$ cat src/ppc_pkg.sv
// Package for the primary bus port core: constants, types and the contract list.
// Contract
// - Time and sample everything on primary clock rise.
// - Under reset float drivers, clear all registers.
// - Under reset take part in nothing.
// - Under reset drive secondary signals low.
// - After reset start from default state.
// - Address/data lines carry address, then data.
// - Command sits on C/BE lines in address phase.
// - C/BE lines are byte enables in data phases.
// - Enable line n governs data byte n.
// - Even parity over AD and C/BE, one clock later.
// - Data phase completes only when both readies asserted.
package ppc_pkg;
	// ****************************************************************
	// Widths and encodings
	// ****************************************************************
	localparam int ADDR_DATA_W = 32;
	localparam int CBE_W = 4;
	localparam int BYTE_W = 8;
	localparam int SEC_W = 8;
	localparam logic [3:0] CBE_RESET = 4'h0;
	localparam logic [31:0] AD_RESET = 32'h0000_0000;
	localparam logic [3:0] CMD_MEM_READ = 4'h6;
	localparam logic [3:0] CMD_MEM_WRITE = 4'h7;

	// Phase machine, one-hot.
	typedef enum logic [2:0] {
		PPC_IDLE = 3'b001,
		PPC_ADDR = 3'b010,
		PPC_DATA = 3'b100
	} ppc_phase_t;

	// Primary pin group as seen from the core: address/data, command/enables, parity.
	typedef struct packed {
		logic [31:0] ad;
		logic [3:0] cbe_n;
		logic par;
	} ppc_pins_t;

	// Decoded record of one completed data phase.
	typedef struct packed {
		logic [31:0] addr;
		logic [3:0] cmd;
		logic [31:0] data;
		logic [3:0] lane_en;
	} ppc_xfer_t;
endpackage : ppc_pkg

$ cat src/ppc_sync3.sv
// Three-stage input synchroniser for a group of W primary pin levels.
`timescale 1ns/100ps
`default_nettype none
module ppc_sync3 #(
	parameter int W = 1
) (
	input wire logic mclk, // Primary bus clock.
	input wire logic reset, // Synchronous reset, active high.
	input wire logic [W-1:0] din, // Raw pin level.
	output logic [W-1:0] dout // Agreed level.
);
	logic [W-1:0] s1_reg;
	logic [W-1:0] s2_reg;
	logic [W-1:0] s3_reg;
	logic [W-1:0] dout_reg;

	// ****************************************************************
	// Stages
	// ****************************************************************
	// A change only counts when stages two and three agree, which filters a late flip.
	always_ff @(posedge mclk)
	begin
		if (reset)
		begin
			s1_reg <= '0;
			s2_reg <= '0;
			s3_reg <= '0;
			dout_reg <= '0;
		end
		else
		begin
			s1_reg <= din;
			s2_reg <= s1_reg;
			s3_reg <= s2_reg;
			for (int i = 0; i < W; i++)
			begin
				if (s2_reg[i] == s3_reg[i])
					dout_reg[i] <= s3_reg[i];
			end
		end
	end
	assign dout = dout_reg;
endmodule : ppc_sync3
`default_nettype wire

$ cat src/ppc_core.sv
// Primary bus port core: pin sampling, reset behaviour, phase decode and parity.
`timescale 1ns/100ps
`default_nettype none
module ppc_core (
	input wire logic mclk, // Primary bus clock.
	input wire logic reset, // Primary bus reset, synchronous, active high.
	input wire logic frame_n_i, // Cycle frame pin, active low.
	input wire logic [31:0] primary_addr_data_bus_i, // Address/data pins in.
	input wire logic [3:0] primary_cmd_byte_enables_i, // Command/enable pins in.
	input wire logic primary_initiator_ready_n_i, // Initiator ready pin, active low.
	input wire logic primary_target_ready_n_i, // Target ready pin, active low.
	input wire logic user_drive, // User asks to drive a write cycle.
	input wire logic [31:0] user_ad, // Word to drive when driving.
	input wire logic [3:0] user_cbe_n, // Command or enables to drive.
	output logic [31:0] primary_addr_data_bus_o, // Address/data pins out.
	output logic [3:0] primary_cmd_byte_enables_o, // Command/enable pins out.
	output logic primary_bus_oe, // Enable for AD and C/BE drivers.
	output logic primary_parity_bit_o, // Parity pin out.
	output logic primary_parity_bit_oe, // Parity pin enable.
	output logic [7:0] secondary_out, // Secondary interface outputs.
	output logic xfer_valid, // One-cycle pulse: a data phase completed.
	output var ppc_pkg::ppc_xfer_t xfer // Completed data phase record.
);
	typedef struct packed {
		ppc_pkg::ppc_phase_t phase;
		logic [31:0] addr;
		logic [3:0] cmd;
		logic [31:0] ad_out;
		logic [3:0] cbe_out;
		logic oe;
		logic par;
		logic par_oe;
		logic [7:0] sec;
		logic xv;
		ppc_pkg::ppc_xfer_t xf;
	} ppc_state_t;

	ppc_state_t st_reg;
	ppc_state_t st_next;
	logic [38:0] pins_s;
	logic frame_n;
	logic irdy_n;
	logic trdy_n;
	logic [31:0] ad_s;
	logic [3:0] cbe_s;

	// ****************************************************************
	// Pin synchronisers
	// ****************************************************************
	// All pins are sampled on the rising clock edge only.
	// Active-low controls pass inverted, so a cleared synchroniser reads as an idle bus.
	ppc_sync3 #(.W(39)) u_sync (
		.mclk(mclk),
		.reset(reset),
		.din({~frame_n_i, ~primary_initiator_ready_n_i, ~primary_target_ready_n_i,
			primary_addr_data_bus_i, primary_cmd_byte_enables_i}),
		.dout(pins_s)
	);
	assign frame_n = ~pins_s[38];
	assign irdy_n = ~pins_s[37];
	assign trdy_n = ~pins_s[36];
	assign ad_s = pins_s[35:4];
	assign cbe_s = pins_s[3:0];

	// ****************************************************************
	// Next state
	// ****************************************************************
	// Lane mask expands active-low enables: line n governs byte n.
	function automatic logic [31:0] lane_mask(input logic [3:0] cbe_n);
		logic [31:0] m;
		m = '0;
		for (int n = 0; n < ppc_pkg::CBE_W; n++)
			m[n*ppc_pkg::BYTE_W +: ppc_pkg::BYTE_W] = {8{~cbe_n[n]}};
		return m;
	endfunction : lane_mask

	// The state machine follows the sampled bus; data are masked to enabled lanes.
	always_comb
	begin
		st_next = st_reg;
		st_next.xv = 1'b0;
		// Parity covers what was driven last cycle, so it trails by one clock.
		st_next.par = ^{st_reg.ad_out, st_reg.cbe_out};
		st_next.par_oe = st_reg.oe;
		st_next.oe = user_drive;
		// The drive word is taken only while driving, so a floated bus keeps its last word.
		if (user_drive)
		begin
			st_next.ad_out = user_ad;
			st_next.cbe_out = user_cbe_n;
		end
		case (st_reg.phase)
			ppc_pkg::PPC_IDLE:
			begin
				if (!frame_n)
				begin
					// Address phase: AD holds the address, C/BE the command.
					st_next.addr = ad_s;
					st_next.cmd = cbe_s;
					st_next.phase = ppc_pkg::PPC_DATA;
				end
			end
			ppc_pkg::PPC_ADDR:
				st_next.phase = ppc_pkg::PPC_DATA;
			ppc_pkg::PPC_DATA:
			begin
				// Waits are inserted until both readies are low together.
				if (!irdy_n && !trdy_n)
				begin
					st_next.xv = 1'b1;
					st_next.xf.addr = st_reg.addr;
					st_next.xf.cmd = st_reg.cmd;
					st_next.xf.data = ad_s & lane_mask(cbe_s);
					st_next.xf.lane_en = ~cbe_s;
					if (frame_n)
						st_next.phase = ppc_pkg::PPC_IDLE;
				end
			end
			default:
				st_next.phase = ppc_pkg::PPC_IDLE;
		endcase
	end

	// ****************************************************************
	// State register
	// ****************************************************************
	// Reset floats drivers, clears state, holds secondary low and blocks all activity.
	always_ff @(posedge mclk)
	begin
		if (reset)
		begin
			st_reg <= '0;
			st_reg.phase <= ppc_pkg::PPC_IDLE;
			st_reg.ad_out <= ppc_pkg::AD_RESET;
			st_reg.cbe_out <= ppc_pkg::CBE_RESET;
			st_reg.sec <= '0;
		end
		else
			st_reg <= st_next;
	end

	assign primary_addr_data_bus_o = st_reg.ad_out;
	assign primary_cmd_byte_enables_o = st_reg.cbe_out;
	assign primary_bus_oe = st_reg.oe;
	assign primary_parity_bit_o = st_reg.par;
	assign primary_parity_bit_oe = st_reg.par_oe;
	assign secondary_out = st_reg.sec;
	assign xfer_valid = st_reg.xv;
	assign xfer = st_reg.xf;

	// ****************************************************************
	// Checks
	// ****************************************************************
	property p_reset_float;
		@(posedge mclk) reset |=> !primary_bus_oe && !primary_parity_bit_oe;
	endproperty
	a_reset_float: assert property (p_reset_float) else $error("drivers not floated");

	property p_reset_quiet;
		@(posedge mclk) reset |=> !xfer_valid;
	endproperty
	a_reset_quiet: assert property (p_reset_quiet) else $error("activity under reset");

	property p_sec_low;
		@(posedge mclk) reset |=> secondary_out == 8'h00;
	endproperty
	a_sec_low: assert property (p_sec_low) else $error("secondary not low");

	property p_default;
		@(posedge mclk) $fell(reset) |-> st_reg.phase == ppc_pkg::PPC_IDLE;
	endproperty
	a_default: assert property (p_default) else $error("not default after reset");

	property p_parity;
		@(posedge mclk) disable iff (reset)
		primary_bus_oe |=> primary_parity_bit_oe &&
			primary_parity_bit_o == ^{$past(primary_addr_data_bus_o),
			$past(primary_cmd_byte_enables_o)};
	endproperty
	a_parity: assert property (p_parity) else $error("parity wrong");

	property p_ready;
		@(posedge mclk) disable iff (reset)
		xfer_valid |-> $past(!irdy_n && !trdy_n);
	endproperty
	a_ready: assert property (p_ready) else $error("phase without both readies");

	property p_lanes;
		@(posedge mclk) disable iff (reset)
		xfer_valid |-> (xfer.data & ~lane_mask(~xfer.lane_en)) == 32'h0000_0000;
	endproperty
	a_lanes: assert property (p_lanes) else $error("disabled lane carries data");

	property p_enables;
		@(posedge mclk) disable iff (reset)
		xfer_valid |-> xfer.lane_en == ~$past(cbe_s);
	endproperty
	a_enables: assert property (p_enables) else $error("enable polarity wrong");

	property primary_parity_bit_lag;
		@(posedge mclk) disable iff (reset)
		!primary_bus_oe |=> !primary_parity_bit_oe;
	endproperty
	a_par_lag: assert property (primary_parity_bit_lag) else $error("parity drive stray");

	property p_reset_values;
		@(posedge mclk) $fell(reset) |-> primary_addr_data_bus_o == ppc_pkg::AD_RESET &&
			primary_cmd_byte_enables_o == ppc_pkg::CBE_RESET && !xfer_valid;
	endproperty
	a_reset_values: assert property (p_reset_values) else $error("not reset values");

	property p_wake_quiet;
		@(posedge mclk) $fell(reset) |-> !xfer_valid [*5];
	endproperty
	a_wake_quiet: assert property (p_wake_quiet) else $error("early completion");

	property p_wait;
		@(posedge mclk) disable iff (reset)
		st_reg.phase == ppc_pkg::PPC_DATA && (irdy_n || trdy_n) |=> !xfer_valid;
	endproperty
	a_wait: assert property (p_wait) else $error("completion during wait");

	property p_capture;
		@(posedge mclk) disable iff (reset)
		st_reg.phase == ppc_pkg::PPC_IDLE && !frame_n |=>
			st_reg.addr == $past(ad_s) && st_reg.cmd == $past(cbe_s);
	endproperty
	a_capture: assert property (p_capture) else $error("address not captured");
endmodule : ppc_core
`default_nettype wire

$ cat config.mk
export PLATFORM = sky130hd
export DESIGN_NAME = ppc_core
export DESIGN_NICKNAME = d
export VERILOG_FILES = /design/src/ppc_pkg.sv /design/src/ppc_sync3.sv /design/src/ppc_core.sv
export SDC_FILE = /design/constraint.sdc
export NUM_CORES = 1
export LEC_CHECK = 0
export BUFFER_PORTS_ARGS = -buffer_cell sky130_fd_sc_hd__buf_2
export CAP_MARGIN = 40
export CORE_UTILIZATION = 50
export CTS_CLUSTER_DIAMETER = 50
export DETAILED_ROUTE_END_ITERATION = 6
export PLACE_DENSITY_LB_ADDON = 0.1
export SYNTH_ARGS = -nofsm -noshare
export SYNTH_HDL_FRONTEND = slang
export SYNTH_SLANG_ARGS = --single-unit
export TNS_END_PERCENT = 50
$ cat constraint.sdc
create_clock -name mclk -period 1.7 [get_ports mclk]
set_input_delay 0.085 -clock mclk [delete_from_list [all_inputs] [get_ports mclk]]
set_output_delay 0.085 -clock mclk [all_outputs]
set_load 0.01 [all_outputs]
==> impl_metrics.tcl <==
set metrics [dict create \
    outcome "complete, but fails checks" \
    violations "setup timing" \
    vias 7568 \
    crit_chain "xnor2_2 -> xnor2_2 -> xnor2_2 -> xnor3_1 -> mux2_4" \
    endpoint_kind "register" \
    postLayoutCoreUtil_pct 63.17 \
    fin_crit_sh_pct 101.4 \
    synth_top_flop_cell "dfxtp_1" \
    numCtsBuffers 34 \
    syn_inst 1165 \
    cts_num_sinks 306 \
    hold_depth 3 \
    clockBufferDepth 3 \
    critPathMostFrequentCell "xnor2_2" \
    ys_warn_count 0 \
    yosys-top-cells-area "dfxtp_1 56%, buf_4 8.0%, nand2_1 7.5%" \
    regArea_um2 6131 \
    maxSlewHeadroom_pct 65.45 \
    ir_worst_vdd_mv 0.7360 \
    grt_pass1_vias 7174 \
    gr-total-overflow 0 \
    placed_area_um2 11380 \
    largest_reg_flops 72 \
    max_freq_mhz 580.1 \
    die_w_um 149.5 \
    n_antenna_cell 0 \
    multi_input_comb_area_um2 3707 \
    p_sw_mw 3.259 \
    rsz0062_at_grt "yes" \
    worst_pin_slew_ns 0.5176 \
    combPwrFrac_pct 6.6 \
    core_um2 21150 \
    initial_core_util_pct 51.43 \
    dpl_worst_slack_ns -0.009464 \
    hold_violations 0 \
    drt.antenna.violating_nets 0 \
    finalPower_mw 15.38 \
    drv_cap 0 \
    syn-mean-instance-area_um2 9.338 \
    gp_congestion 0.7140 \
    power.density_nw_per_um2 1151 \
    yosysTopAreaCell "dfxtp_1" \
    tns_ns -0.02386 \
    h-tree-depth 2 \
    synthDistinctLibCells 21 \
    firstDrtPassIters 6 \
    required_ns 2.08 \
    syn-cell-area_um2 10880 \
    clkTransAtPathRegs_ns 0.06 \
    hpwl_mm 12.48 \
    cts_tree "yes" \
    fin_nets 1403 \
    intPower_mw 12.12 \
    cp-start-kind "register" \
    setup_viol 1 \
    skew_ns 0.009661 \
    slew_viol_final 0 \
    globalRouteTotalUtil_pct 18.84 \
    r2r_cells 5 \
    finalCriticalPeriod_ns 1.724 \
    clk_latency_ns 0.50 \
    async_flop_share_pct 0 \
    die_area_um2 22350 \
    swShare_pct 21.19 \
    cpMaxStageDelayCell "xnor3_1" \
    synth_edf_count 0 \
    fin_ws_ns -0.02386 \
    ys_seq_elements 306 \
    cts_root_buf "clkbuf_16" \
    seqPwrFrac_pct 48.4 \
    n_fill_cell 1788 \
    grt_pass1_wl_mm 34.18 \
    ioPinCount 198 \
    synth_top_area_share_pct 56.31 \
    rows 53 \
    antenna_found_initial 0 \
    drive_gt1_share_pct 20.34 \
    worstPathMaxFanout 3 \
    avgViaCountPerCell 4.666 \
    drt-wirelength-per-cell_um 12.88 \
    cp_data_arrival_time_ns 2.11 \
    die_y_um 149.5 \
    hold_class "primary input to register" \
    grt_max_degree 67 \
    ys_seq_area_share_pct 56.31 \
    power_frac_clock_pct 45.0 \
    wl_mm 20.90 \
    drc 0 \
    portBuffers 189 \
    max_stage_delay_ns 0.43 \
    p_leak_nw 5.482 \
    postCtsSetupBuffers 0 \
    area_delta_synth_final_pct 22.83 \
    drtIter0Drc 240 \
    fin_area_um2 13360 \
    setup.worst_path.class "register to register" \
]
-- power groups by stage --
| stage | sequential [mW] | combinational, mW | clock, mW |
|---|---|---|---|
| 2_1_floorplan | 7.58 | 0.643 | 0 |
| 3_3_place_gp | 7.59 | 0.831 | 0 |
| 3_5_place_dp | 7.60 | 0.837 | 0 |
| 4_1_cts | 7.44 | 0.997 | 7.09 |
| 5_1_grt | 7.46 | 1.11 | 7.38 |
| 6_report | 7.44 | 1.02 | 6.92 |
-- worst paths after layout --
path	end	slack [ns]	start
worst max-delay path	primary_parity_bit_o	-0.02	primary_addr_data_bus_o[14]
worst min-delay path	primary_addr_data_bus_o[19]	0.09	user_drive
worst max register to register	primary_parity_bit_o	-0.02	primary_addr_data_bus_o[14]
worst min register to register	u_sync.s2_reg[25]	0.43	u_sync.s1_reg[25]
-- cell usage after synthesis (2+ instances only) --
cell type	instances
o21ai_0	40
clkbuf_1	53
buf_2	5
nand2_1	216
dfxtp_1	306
nor2b_1	118
xnor2_1	27
buf_4	116
mux2i_1	36
nor2_1	49
nand3b_1	33
a21oi_1	148
xnor3_1	2
xor2_1	3
buf_1	7
-- cells in the final DEF, fill, tap and decap left out, drive strengths merged --
cell	synthesis	routed
and3	1	1
mux2i	36	36
dlygate4sd3	0	87
xor2	3	3
nand3	1	1
nor2b	118	118
buf	128	211
clkinv	0	7
a21oi	148	148
conb	1	8
dfxtp	306	306
o21ai	40	40
mux2	1	1
nand2	216	216
clkbuf	53	50
nor2	49	49
inv	1	2
nand3b	33	33
and3b	1	1
xnor2	27	27
xnor3	2	2
-- repair_timing --
action	CTS	global route
hold buffers	87	0
setup endpoints to repair	1	1
resized for setup	0	9
endpoints found under the hold margin	92	0
pin swaps	1	6
-- critical path, delay by kind of cell, from the launching register on --
| kind | cells | cell delay (ns) |
|---|---|---|
| XOR/XNOR | 4 | 0.98 |
| flip-flops | 1 | 0.34 |
| multiplexers | 1 | 0.30 |
-- routing by layer --
metal,up-vias,track usage [%],share of wire (%)
met5,-,0,0
met4,0,6.582,2.1
met3,42,4.329,5.2
met2,171,31.18,47
met1,3415,23.99,46
li1,3940,-,-
-- cells by family after synthesis --
family,Yosys count,share of synthesized area (%)
simple gates,419,18.39
flops,306,56.31
compound gates,188,8.649
buf+inv,182,10.34
mux,37,3.450
xor+xnor,32,2.829
other cells,1,0.03447
-- final cells by class --
| class | count | share of cell area, % |
|---|---|---|
| multi-input cells | 684 | 27.74 |
| repair buffers | 298 | 15.75 |
| flip-flops and latches | 306 | 45.88 |
| clock inverters | 8 | 0.3558 |
| well taps | 275 | 2.575 |
| clock buffers | 50 | 7.669 |
| inverters | 1 | 0.02809 |
-- per-stage QoR --
step                hold slack [ns]  std cells
floorplan                    0.1517       1172
global placement             0.2381       1477
detailed placement           0.2426       1477
CTS                         0.06572       1622
global route                 0.1025       1622
finish                      0.09447       1622
No activity file was read; power rests on OpenSTA's default activity.
